### config.mk
export PLATFORM = sky130hd
export DESIGN_NAME = tbf_flow_regs
export DESIGN_NICKNAME = d
export VERILOG_FILES = /design/src/tbf_pkg.sv /design/src/tbf_pin_sync.sv /design/src/tbf_flow_regs.sv
export VERILOG_INCLUDE_DIRS = /design/src /design/src/src
export SDC_FILE = /design/constraint.sdc
export NUM_CORES = 1
export LEC_CHECK = 0
export ABC_AREA = 1
export ABC_CLOCK_PERIOD_IN_PS = 1250
export BUFFER_PORTS_ARGS = -buffer_cell sky130_fd_sc_hd__buf_2
export CAP_MARGIN = 20
export CELL_PAD_IN_SITES_DETAIL_PLACEMENT = 0
export CELL_PAD_IN_SITES_GLOBAL_PLACEMENT = 1
export CORE_MARGIN = 1.5
export CORE_UTILIZATION = 33
export DETAILED_ROUTE_END_ITERATION = 10
export GPL_TIMING_DRIVEN = 0
export PLACE_DENSITY = 0.78
export SYNTH_ARGS = -nofsm -noshare
export SYNTH_HDL_FRONTEND = slang
export SYNTH_HIERARCHICAL = 1
export SYNTH_SLANG_ARGS = --single-unit
### constraint.sdc
create_clock -name clk_in -period 1.25 [get_ports clk_in]
set_input_delay 0.125 -clock clk_in [delete_from_list [all_inputs] [get_ports clk_in]]
set_output_delay 0.125 -clock clk_in [all_outputs]
set_load 0.05 [all_outputs]
### src/tbf_map.svh
`ifndef TBF_MAP_SVH
`define TBF_MAP_SVH

// register byte offsets
`define TBF_OFS_LINK 12'h004
`define TBF_OFS_FLOW 12'h008
`define TBF_OFS_BASE 12'h00C
`define TBF_OFS_MODE 12'hF00
`define TBF_OFS_TAGSET 12'hFA0
`define TBF_OFS_TAGCLR 12'hFA4
`define TBF_OFS_LOCKACC 12'hFB0
`define TBF_OFS_LOCKSTAT 12'hFB4
`define TBF_OFS_AUTH 12'hFB8

// flow register fields
`define TBF_FLOW_WM_HI 31
`define TBF_FLOW_WM_LO 3
`define TBF_FLOW_HALT 1
`define TBF_FLOW_STOP 0

// link register fields
`define TBF_LINK_EN 0
`define TBF_LINK_HALT_REQUEST_BIT 1
`define TBF_LINK_BEGIN_ALLOW 2
`define TBF_LINK_STOPPED 3

// reset values
`define TBF_RST_WM 29'h0000_0000
`define TBF_RST_ZERO 32'h0000_0000

// buffer origin: top of lower ram less a quarter of ram size
`define TBF_RAM_TOP 32'h2000_0000
`define TBF_RAM_BYTES 32'h0000_4000
`define TBF_RAM_DIV 32'h0000_0004

`endif

### src/tbf_pkg.sv
package tbf_pkg;

	// watermark and pointer share one encoding
	typedef logic [28:0] tbf_ptr_t;

	// bus answer sequencer, one-hot
	typedef enum logic [1:0]
	{
		TBF_IDLE = 2'b01,
		TBF_ANSWER = 2'b10
	} tbf_bus_state_t;

endpackage : tbf_pkg

### src/tbf_pin_sync.sv
`timescale 1ns/10ps

// three-stage pin synchroniser with agreement filter
module tbf_pin_sync
(
	input wire logic clk_in,
	input wire logic sys_rst_in,
	input wire logic ce_in,
	input wire logic pin_in,
	output logic level_out
);

	logic stage1;
	logic stage2;
	logic stage3;

	// shift chain; stage1 feeds only stage2
	always_ff @(posedge clk_in)
	begin
		if (sys_rst_in)
		begin
			stage1 <= 1'b0;
			stage2 <= 1'b0;
			stage3 <= 1'b0;
		end
		else if (ce_in)
		begin
			stage1 <= pin_in;
			stage2 <= stage1;
			stage3 <= stage2;
		end
	end

	// accept a change once stages two and three agree
	always_ff @(posedge clk_in)
	begin
		if (sys_rst_in)
		begin
			level_out <= 1'b0;
		end
		else if (ce_in && (stage2 == stage3))
		begin
			level_out <= stage3;
		end
	end

endmodule : tbf_pin_sync

### src/tbf_flow_regs.sv
// Contract
// after a watermark stop, tracing stays off until pointer rewrite or autostop cleared; the code also releases on a write of a different watermark
// watermark sits in flow bits 31..3, same encoding as the write pointer
// pointer equal to watermark fires every enabled watermark action
// halt-on-watermark bit 1 plus match sets the halt request bit
// external halt line asserted only while invasive debug allow is high
// stop-on-watermark bit 0 plus match clears trace enable
// agent places the watermark below the last buffer entry when halting
// flow bit 2 and auth bits 31..4 read zero, writes ignored
// base register read-only, returns ram top minus quarter of ram size
// integration mode control always reads zero
// claim set reads zero, writes have no effect
// claim clear reads zero, writing ones changes nothing
// lock access and lock status both read zero
// auth bits 3:2 noninvasive, 1:0 invasive; 10 disabled, 11 enabled
// auth bits 3 and 1 always read one
// auth bit 2 is noninvasive or invasive allow, bit 0 invasive allow
// watermark-stopped trace ignores the trace begin input
// compare on each pointer update, act in that same cycle
`timescale 1ns/10ps
`include "tbf_map.svh"

module tbf_flow_regs
	import tbf_pkg::*;
(
	input wire logic clk_in,
	input wire logic sys_rst_in,
	input wire logic ce_in,
	input wire logic psel_in,
	input wire logic penable_in,
	input wire logic pwrite_in,
	input wire logic [11:0] paddr_in,
	input wire logic [31:0] pwdata_in,
	output logic [31:0] prdata_out,
	output logic pready_out,
	output logic pslverr_out,
	input wire logic [28:0] pointer_in,
	input wire logic pointer_update_in,
	input wire logic pointer_sw_write_in,
	input wire logic trace_begin_input_in,
	input wire logic invasive_debug_allow_in,
	input wire logic noninvasive_debug_allow_in,
	output logic trace_enable_out,
	output logic halt_request_bit_out,
	output logic external_halt_line_out,
	output logic watermark_stopped_out
);

	////////////////////////////////////////////////////////////////////
	// declarations

	tbf_bus_state_t bus_state;
	tbf_bus_state_t next_bus_state;
	tbf_ptr_t watermark;
	logic auto_halt;
	logic auto_stop;
	logic trace_enable;
	logic halt_request_bit;
	logic begin_input_allow;
	logic wm_stopped;
	logic begin_level;
	logic invasive_allow;
	logic noninvasive_allow;
	logic access;
	logic commit;
	logic wr_commit;
	logic hit_flow;
	logic hit_link;
	logic hit_mapped;
	logic wr_flow;
	logic wr_link;
	logic wm_match;
	logic stop_match;
	logic halt_match;
	logic stop_release;
	logic [31:0] read_value;
	logic [31:0] flow_value;
	logic [31:0] link_value;
	logic [31:0] auth_value;
	logic [31:0] base_value;

	////////////////////////////////////////////////////////////////////
	// pin synchronisers

	// trace begin pin
	tbf_pin_sync u_sync_begin
	(
		.clk_in(clk_in),
		.sys_rst_in(sys_rst_in),
		.ce_in(ce_in),
		.pin_in(trace_begin_input_in),
		.level_out(begin_level)
	);

	// invasive debug allow pin
	tbf_pin_sync u_sync_invasive
	(
		.clk_in(clk_in),
		.sys_rst_in(sys_rst_in),
		.ce_in(ce_in),
		.pin_in(invasive_debug_allow_in),
		.level_out(invasive_allow)
	);

	// noninvasive debug allow pin
	tbf_pin_sync u_sync_noninvasive
	(
		.clk_in(clk_in),
		.sys_rst_in(sys_rst_in),
		.ce_in(ce_in),
		.pin_in(noninvasive_debug_allow_in),
		.level_out(noninvasive_allow)
	);

	////////////////////////////////////////////////////////////////////
	// bus sequencing

	// access phase seen, and the edge where it completes
	assign access = psel_in && penable_in;
	assign commit = access && pready_out;
	assign wr_commit = commit && pwrite_in;

	// one wait state, then answer
	always_comb
	begin
		next_bus_state = bus_state;
		case (bus_state)
			TBF_IDLE:
			begin
				if (access)
				begin
					next_bus_state = TBF_ANSWER;
				end
			end
			TBF_ANSWER:
			begin
				next_bus_state = TBF_IDLE;
			end
			default:
			begin
				next_bus_state = TBF_IDLE;
			end
		endcase
	end

	// state register
	always_ff @(posedge clk_in)
	begin
		if (sys_rst_in)
		begin
			bus_state <= TBF_IDLE;
		end
		else if (ce_in)
		begin
			bus_state <= next_bus_state;
		end
	end

	////////////////////////////////////////////////////////////////////
	// address decode

	// byte address decode, low two bits ignored
	always_comb
	begin
		hit_flow = 1'b0;
		hit_link = 1'b0;
		hit_mapped = 1'b1;
		read_value = `TBF_RST_ZERO;
		if (paddr_in[11:2] == `TBF_OFS_FLOW >> 2)
		begin
			hit_flow = 1'b1;
			read_value = flow_value;
		end
		else if (paddr_in[11:2] == `TBF_OFS_LINK >> 2)
		begin
			hit_link = 1'b1;
			read_value = link_value;
		end
		else if (paddr_in[11:2] == `TBF_OFS_BASE >> 2)
		begin
			read_value = base_value;
		end
		else if (paddr_in[11:2] == `TBF_OFS_AUTH >> 2)
		begin
			read_value = auth_value;
		end
		else if (paddr_in[11:2] == `TBF_OFS_MODE >> 2)
		begin
			read_value = `TBF_RST_ZERO;
		end
		else if (paddr_in[11:2] == `TBF_OFS_TAGSET >> 2)
		begin
			read_value = `TBF_RST_ZERO;
		end
		else if (paddr_in[11:2] == `TBF_OFS_TAGCLR >> 2)
		begin
			read_value = `TBF_RST_ZERO;
		end
		else if (paddr_in[11:2] == `TBF_OFS_LOCKACC >> 2)
		begin
			read_value = `TBF_RST_ZERO;
		end
		else if (paddr_in[11:2] == `TBF_OFS_LOCKSTAT >> 2)
		begin
			read_value = `TBF_RST_ZERO;
		end
		else
		begin
			hit_mapped = 1'b0;
		end
	end

	// only flow and link hold writable state
	assign wr_flow = wr_commit && hit_flow;
	assign wr_link = wr_commit && hit_link;

	////////////////////////////////////////////////////////////////////
	// read views

	// flow: watermark, zero bit 2, halt and stop enables
	assign flow_value = {watermark, 1'b0, auto_halt, auto_stop};

	// link: trace enable, halt request, begin allow, stopped flag
	assign link_value = {28'h000_0000, wm_stopped, begin_input_allow,
		halt_request_bit, trace_enable};

	// hardwired origin of the trace buffer
	assign base_value = `TBF_RAM_TOP - (`TBF_RAM_BYTES / `TBF_RAM_DIV);

	// permission report from synchronised pins
	assign auth_value = {28'h000_0000, 1'b1,
		noninvasive_allow || invasive_allow,
		1'b1, invasive_allow};

	////////////////////////////////////////////////////////////////////
	// bus answer registers

	// answer, data and error raised in the wait cycle
	always_ff @(posedge clk_in)
	begin
		if (sys_rst_in)
		begin
			pready_out <= 1'b0;
			prdata_out <= `TBF_RST_ZERO;
			pslverr_out <= 1'b0;
		end
		else if (ce_in)
		begin
			pready_out <= (next_bus_state == TBF_ANSWER);
			if (access && (bus_state == TBF_IDLE))
			begin
				prdata_out <= pwrite_in ? `TBF_RST_ZERO : read_value;
				pslverr_out <= !hit_mapped;
			end
			else
			begin
				prdata_out <= `TBF_RST_ZERO;
				pslverr_out <= 1'b0;
			end
		end
	end

	////////////////////////////////////////////////////////////////////
	// flow register

	// watermark and enables; bit 2 has no storage
	always_ff @(posedge clk_in)
	begin
		if (sys_rst_in)
		begin
			watermark <= `TBF_RST_WM;
			auto_halt <= 1'b0;
			auto_stop <= 1'b0;
		end
		else if (ce_in && wr_flow)
		begin
			watermark <= pwdata_in[`TBF_FLOW_WM_HI:`TBF_FLOW_WM_LO];
			auto_halt <= pwdata_in[`TBF_FLOW_HALT];
			auto_stop <= pwdata_in[`TBF_FLOW_STOP];
		end
	end

	////////////////////////////////////////////////////////////////////
	// watermark compare

	// compare only on a pointer update, act at the same edge
	assign wm_match = pointer_update_in && (pointer_in == watermark);
	assign stop_match = wm_match && auto_stop;
	assign halt_match = wm_match && auto_halt;

	// software releases the stop by rewriting pointer or writing a different watermark,
	// or by clearing the stop enable
	assign stop_release = pointer_sw_write_in
		|| (wr_flow && !pwdata_in[`TBF_FLOW_STOP])
		|| (wr_flow && (pwdata_in[`TBF_FLOW_WM_HI:`TBF_FLOW_WM_LO]
		!= watermark));

	// sticky stopped flag; a new stop beats a release
	always_ff @(posedge clk_in)
	begin
		if (sys_rst_in)
		begin
			wm_stopped <= 1'b0;
		end
		else if (ce_in)
		begin
			if (stop_match)
			begin
				wm_stopped <= 1'b1;
			end
			else if (stop_release)
			begin
				wm_stopped <= 1'b0;
			end
		end
	end

	////////////////////////////////////////////////////////////////////
	// trace enable

	// stop wins, then software, then the begin pin
	always_ff @(posedge clk_in)
	begin
		if (sys_rst_in)
		begin
			trace_enable <= 1'b0;
		end
		else if (ce_in)
		begin
			if (stop_match)
			begin
				trace_enable <= 1'b0;
			end
			else if (wm_stopped && !stop_release)
			begin
				trace_enable <= 1'b0;
			end
			else if (wr_link)
			begin
				trace_enable <= pwdata_in[`TBF_LINK_EN];
			end
			else if (begin_input_allow && begin_level)
			begin
				trace_enable <= 1'b1;
			end
		end
	end

	// begin pin permission
	always_ff @(posedge clk_in)
	begin
		if (sys_rst_in)
		begin
			begin_input_allow <= 1'b0;
		end
		else if (ce_in && wr_link)
		begin
			begin_input_allow <= pwdata_in[`TBF_LINK_BEGIN_ALLOW];
		end
	end

	////////////////////////////////////////////////////////////////////
	// halt request

	// watermark set beats a software clear in the same cycle
	always_ff @(posedge clk_in)
	begin
		if (sys_rst_in)
		begin
			halt_request_bit <= 1'b0;
		end
		else if (ce_in)
		begin
			if (halt_match)
			begin
				halt_request_bit <= 1'b1;
			end
			else if (wr_link)
			begin
				halt_request_bit <= pwdata_in[`TBF_LINK_HALT_REQUEST_BIT];
			end
		end
	end

	////////////////////////////////////////////////////////////////////
	// outputs

	// registered copies toward the core and trace path; the halt line is the halt request gated by invasive allow
	always_ff @(posedge clk_in)
	begin
		if (sys_rst_in)
		begin
			trace_enable_out <= 1'b0;
			halt_request_bit_out <= 1'b0;
			external_halt_line_out <= 1'b0;
			watermark_stopped_out <= 1'b0;
		end
		else if (ce_in)
		begin
			trace_enable_out <= trace_enable;
			halt_request_bit_out <= halt_request_bit;
			external_halt_line_out <= halt_request_bit
				&& invasive_allow;
			watermark_stopped_out <= wm_stopped;
		end
	end

endmodule : tbf_flow_regs

Word-level counts from Yosys, hierarchy flattened
Cells that the tools add are included.
{ "classes": {"bitwise_logic": 0, "mux": 29, "eq_ne": 16, "multipliers": 0, "n_reduce_logical": 31, "addsub": 0, "div": 0, "n_shift": 0, "order_cmp": 0} }
{ "op_table": {"columns": ["operator", "n"], "rows": [
  ["$mux 32", 3],
  ["$eq 10x10->1 const B", 6],
  ["$mux 29", 2],
  ["$eq 29x29->1", 1],
  ["$ne 29x29->1", 1],
  ["$mux 1", 21],
  ["$eq 10x2->1 const B", 2],
  ["$logic_and 1x1->1", 19],
  ["$eq 10x1->1 const B", 1],
  ["$reduce_and 2->1", 3],
  ["$mux 2", 2],
  ["$mux 4", 1],
  ["$reduce_bool 2->1", 2],
  ["$reduce_bool 4->1", 1],
  ["$eq 1x1->1", 3],
  ["$logic_not 1->1", 3],
  ["$logic_or 1x1->1", 3],
  ["$eq 2x1->1 const B", 1],
  ["$eq 2x2->1 const B", 1]
]} }
{ "totals": {"ramBits": 0, "memories": 0, "reg_bits": 87, "output_inout_bits": 38, "romBits": 0, "input_bits": 84, "word_cells": 103, "latch_bits": 0} }

Logic depth before layout (Yosys ltp)
{ "depth": {"ltp_word": 12, "depth_mapped": 13, "depth_no_buf": 13} }

Modules after synthesis
Netlist, hierarchy kept.
{ "modules_own_cells": {"columns": ["mod", "seq_area_each_um2", "n_inst", "area_per_inst_um2", "cells_each"], "rows": [
  ["tbf_flow_regs", 1501.4, 1, 4180.3, 659],
  ["tbf_pin_sync", 80.1, 3, 147.6, 20]
]} }

Worst setup path before layout
No wires, ideal clock.
{ "synth_path": {"path_type": "register to register", "from": "register pready_out", "to": "register auto_stop", "n_path_buf": 1, "stages_incl_launch_ff": 7, "synth_period_minus_slack_ps": 1568, "t_required_ps": 1122, "t_arrival_ps": 1440, "setup_slack_ps": -318, "setup_ps": 128, "cell_sequence": "dfxtp_1 nand3_1 inv_1 nand3_4 buf_6 a21oi_1 nor2_1"} }
{ "synth_via": {"elab_chain_cells": 4} }
{ "synth_lines": {"columns": ["element", "line", "text"], "rows": [
  ["start: declaration", "tbf_flow_regs.sv:35", "output logic pready_out,"],
  ["start signal: assignment", "tbf_flow_regs.sv:249", "pready_out <= (next_bus_state == TBF_ANSWER);"],
  ["$logic_and 1x1->1", "tbf_flow_regs.sv:120", "assign commit = access && pready_out;"],
  ["$logic_and 1x1->1", "tbf_flow_regs.sv:121", "assign wr_commit = commit && pwrite_in;"],
  ["$logic_and 1x1->1", "tbf_flow_regs.sv:214", "assign wr_flow = wr_commit && hit_flow;"],
  ["$logic_and 1x1->1", "tbf_flow_regs.sv:275", "else if (ce_in && wr_flow)"],
  ["end signal: assignment", "tbf_flow_regs.sv:279", "auto_stop <= pwdata_in[`TBF_FLOW_STOP];"],
  ["end: declaration", "tbf_flow_regs.sv:56", "logic auto_stop;"]
]} }
Every way passes these cells.
A chain may end at the register's enable or synchronous reset.

Final worst setup path
{ "layout_path": {"from": "register watermark[28]", "to": "register trace_enable"} }
{ "layout_via": {"elab_chain_cells": 7, "word_cells_on_any_way": 12, "classes_between": "eq/ne (2); mux (2); reduce/logical (8)"} }
{ "layout_lines": {"columns": ["element", "line", "text"], "rows": [
  ["start: declaration", "tbf_flow_regs.sv:54", "tbf_ptr_t watermark;"],
  ["start signal: assignment", "tbf_flow_regs.sv:271", "watermark <= `TBF_RST_WM;"],
  ["start signal: assignment", "tbf_flow_regs.sv:277", "watermark <= pwdata_in[`TBF_FLOW_WM_HI:`TBF_FLOW_WM_LO];"],
  ["$ne 29x29->1", "tbf_flow_regs.sv:295", "|| (wr_flow && (pwdata_in[`TBF_FLOW_WM_HI:`TBF_FLOW_WM_LO]"],
  ["$logic_and 1x1->1", "tbf_flow_regs.sv:295", null],
  ["$logic_or 1x1->1", "tbf_flow_regs.sv:293", "assign stop_release = pointer_sw_write_in"],
  ["$logic_not 1->1", "tbf_flow_regs.sv:334", "else if (wm_stopped && !stop_release)"],
  ["$logic_and 1x1->1", "tbf_flow_regs.sv:334", null],
  ["$reduce_bool 4->1 (no line) or $mux 1 (tied branches)", null, null],
  ["$reduce_and 2->1 (no line) or $mux 1 (tied branches)", null, null],
  ["end signal: assignment", "tbf_flow_regs.sv:340", "trace_enable <= pwdata_in[`TBF_LINK_EN];"],
  ["end: declaration", "tbf_flow_regs.sv:57", "logic trace_enable;"]
]} }
Several ways; a longest one is shown, not always the timed one.

==> results list <==
* Number of nets with antenna violations after detailed routing: 0
- Ys flop type: dfxtp_1
- The worst hold path belongs to the class input pin to flop.
- The flow ran to the end, but the final reports show violations.
- WL per Instance: 15.1 µm
* RSZ-0062 raised after global routing: yes
- Clock slew at the register clock pins of the worst setup and hold paths: around 0.070 ns
- Total chip power: roughly 6.4 mW
- Gate count of the mapped netlist: around 700
- Number of H-tree levels: 3
- CTS saw 87 sinks.
- From bottom edge to top edge, the die measures approximately 120 µm.
- DRC violation count after routing: 0
- In the final layout, the share of cells above drive strength 1 is 0.386.
- STA classifies the critical path endpoint as a flop.
- Largest net degree at the start of global routing: 23
- Number of global-route vias before repair: roughly 4.7k
- Summing all flip-flop and latch instances after layout gives roughly 1800 µm².
- The first global-routing pass estimated approximately 25000 µm of wire.
* Most flop-heavy register: prdata_out
* Maximum vdd ir drop: between 0.5 and 0.6 mV
- Yosys mapped the design onto 37 distinct sky130hd cell types.
- Number of buffers on the longest clock path: 2
- Dividing total power by cell area gives a power density of around 960 nW/µm².
- Worst relative slew slack: 0.615
- Based on the critical path, the design can be clocked at up to between 0.7 and 0.8 GHz.
- The final-report max-slew violation count is 0.
* Later-pin clock latency in the skew report: 0.35 ns
* Flop pwr share: 0.438
- The number of antenna violations at the first check in global routing was 0.
- The net count of the finished layout is roughly 1000.
- CTS tree: yes
- The placed instances occupy a cell area of ~5500 µm².
- Pin placement for this block handled 122 I/O pins.
* Residual overflow from global routing: 0
* Post-route fraction of the period consumed by the critical path: 1.11
* Final worst clock skew: 0.00695 ns
* Cell row count: 43
- Final worst slack: -0.144 ns
* Final number of setup-violating endpoints: 25
* Final hold slack: around 0.0060 ns
- The share of the Yosys chip area taken by registers is 0.377.
* Wirelength, routed: between 15000 and 20000 µm
* CTS root buf: clkbuf_16
* Cell area after synthesis: about 4600 µm²
- Fill cells in the final layout number approximately 1.5k.
- In the final layout, the registers with the most flip-flops are prdata_out x32, watermark x29, bus_state x2.
* Internal power consumption: between 4 and 5 mW
- The die covers roughly 15000 µm².
- CP max FO: 4
- Via count: 5072
* Area occupied by multi-input gates: between 2000 and 3000 µm²
- The critical path starts at watermark[28]$_SDFFE_PP0P_.
- Die extent in x: 121 µm
- The setup path with the least slack is of type flop to flop.
- Buffers inserted during clock tree synthesis total 9.
* Worst Setup Start Kind: flop
* Area share of the largest cell type after synthesis: 0.377
* Main area contributors after synthesis: dfxtp_1 38%, nand2_1 18%, inv_1 8.8%, a21oi_1 8.3%, o21ai_0 5.1%
- Launch point of the worst reg-to-reg path: watermark[28]$_SDFFE_PP0P_
- The library cell used most frequently in the layout, excluding fill and tap cells, is nand2_1.
- For the worst setup path, the data arrival time is about 1.6 ns.
- Of the total power, the clock network draws 0.452.
* Combinational cell fraction of total power: 0.111
* Number of flip-flops under the largest register name: 32
- #FFs+latches synth: between 80 and 90
* Time the final worst path needs with I/O delays and setup: approximately 1.4 ns
- Warnings from Yosys: 6
* Global-route usage over all layers: 0.224
- Lkg Pwr: about 3.1 nW
- Starting Density: 0.336
- Net count after synthesis: ~800
* Estimated wirelength of the detail-placed design: ~12000 µm
* Summed area of non-filler cells in the final layout: between 6000 and 7000 µm²
- Number of port buffers: 119
- After the first detailed-routing iteration, the DRC count stood at 359.
- Max-cap violations in this run came to 0.
- Core Util, Final: 0.484
- Data on the critical path is required at its endpoint by about 1.5 ns.
* Start point of the worst hold path: invasive_debug_allow_in
- The final reports fail on negative setup slack.
- Counting flops with a built-in enable in the synthesized netlist gives 0.
- Summed over all failing endpoints, the final setup total negative slack is -1.35 ns.
- Of the total power, the share spent switching nets is 0.266.
- Total count of hold-check failures in the final report: 0
* Layout overhead on the synthesized area: 44.1%
- For the pin with the worst max-slew slack, the measured transition is between 0.5 and 0.6 ns.
- Routed via count divided by cell count: around 4.7
- Average footprint of a synthesized cell: approximately 6.4 µm²
- Sw power: about 1.7 mW
* Dominant cell type by area after synthesis: dfxtp_1
- Core Region: approximately 14000 µm²
- In the layout the commonest cells are 188 x nand2_1, 122 x buf_2, 88 x inv_1.
* Number of diodes added for antenna fixing: 0
- The congestion estimate from routability-driven global placement came to between 0.9 and 1.
- DR pass1 iterations: 4
- After synthesis, the share of flip-flops with an asynchronous set or reset is 0.
==> power by group through the flow <==
stage	logic [mW]	registers [mW]	clock network, mW
after detailed placement	0.622	2.88	0
final	0.705	2.79	2.88
after global placement	0.619	2.88	0
after global routing	0.783	2.79	3.05
after floorplan	0.312	2.90	0
after CTS	0.658	2.80	2.91
==> final timing paths <==
check	to	slack, ns	cells after the start
worst min-delay path	u_sync_invasive/stage1$_SDFFE_PP0P_	0.006	3
worst max-delay path	trace_enable$_SDFFE_PP0P_	-0.14	12
worst min register to register	u_sync_invasive/level_out$_SDFFE_PP0P_	0.46	2
worst max register to register	trace_enable$_SDFFE_PP0P_	-0.14	12
==> cell usage after synthesis (2+ instances only) <==
library cell / instances
buf_6: 8
xor2_1: 2
a21oi_1: 77
dfxtp_1: 87
o211ai_1: 2
nand3_1: 14
nand2_2: 2
nor3b_1: 2
nand2_1: 216
xnor2_1: 12
inv_2: 3
buf_2: 3
clkbuf_1: 10
nor2_2: 5
nor2_4: 2
o21ai_1: 25
nand4_1: 16
o21ai_0: 47
and3_1: 2
nor3_1: 3
inv_1: 109
nor2_1: 56
a31oi_1: 2
==> repair_timing <==
action,in CTS,in global routing
endpoints found under the setup margin,47,67
buffers inserted,20,13
pin swaps,52,42
resized for setup,141,82
hold buffers,1,0
cloned,6,0
endpoints found under the hold margin,1,0
==> cell type report <==
| cell class | instances | share of cell area |
|---|---|---|
| buffer | 22 | 0.0240 |
| clock buffer | 10 | 0.0359 |
| clock inverter | 6 | 0.0113 |
| inverter | 112 | 0.0661 |
| multi-input combinational | 499 | 0.412 |
| sequential | 87 | 0.273 |
| tap | 180 | 0.0338 |
| timing repair buffer | 157 | 0.144 |
==> stage by stage <==
stage          std cells  worst slack [ns]
6_report            1073            -0.144
5_1_grt             1073            -0.308
4_1_cts             1061            -0.181
3_5_place_dp        1018            -0.457
3_3_place_gp        1018            -0.443
2_1_floorplan        719           0.00141
==> routing by layer <==
layer	vias to the layer above	GRT usage	part of all wire
met4	0	0.0507	0.012
li1	2626	-	-
met2	118	0.356	0.47
met5	-	0	0
met3	17	0.0493	0.045
met1	2311	0.310	0.47
==> worst max-delay path, cell delays in order (launching register included) <==
cell and delay [ns]:
dfxtp_1 0.35, inv_1 0.10, nand2_1 0.05, nand2_1 0.12, nand2_1 0.07, nor2_1 0.10
nand2_1 0.06, nor2_2 0.13, nand3_2 0.09, nand2_1 0.07, inv_1 0.04, nand2_1 0.06
a21oi_2 0.05
==> kinds of logic (layout without fill, tap and decap cells) <==
family                    count (synthesis)  after routing  share of synthesized area
and+or+nand+nor                         324            326                      0.294
AOI/OAI and AO/OA                       158            158                      0.176
buffers and inverters                   135            307                      0.124
DFF                                      87             87                      0.377
xor gates and xnor gates                 14             14                     0.0265
muxes                                     1              1                    0.00217
Power figures use the tool's default switching activity.
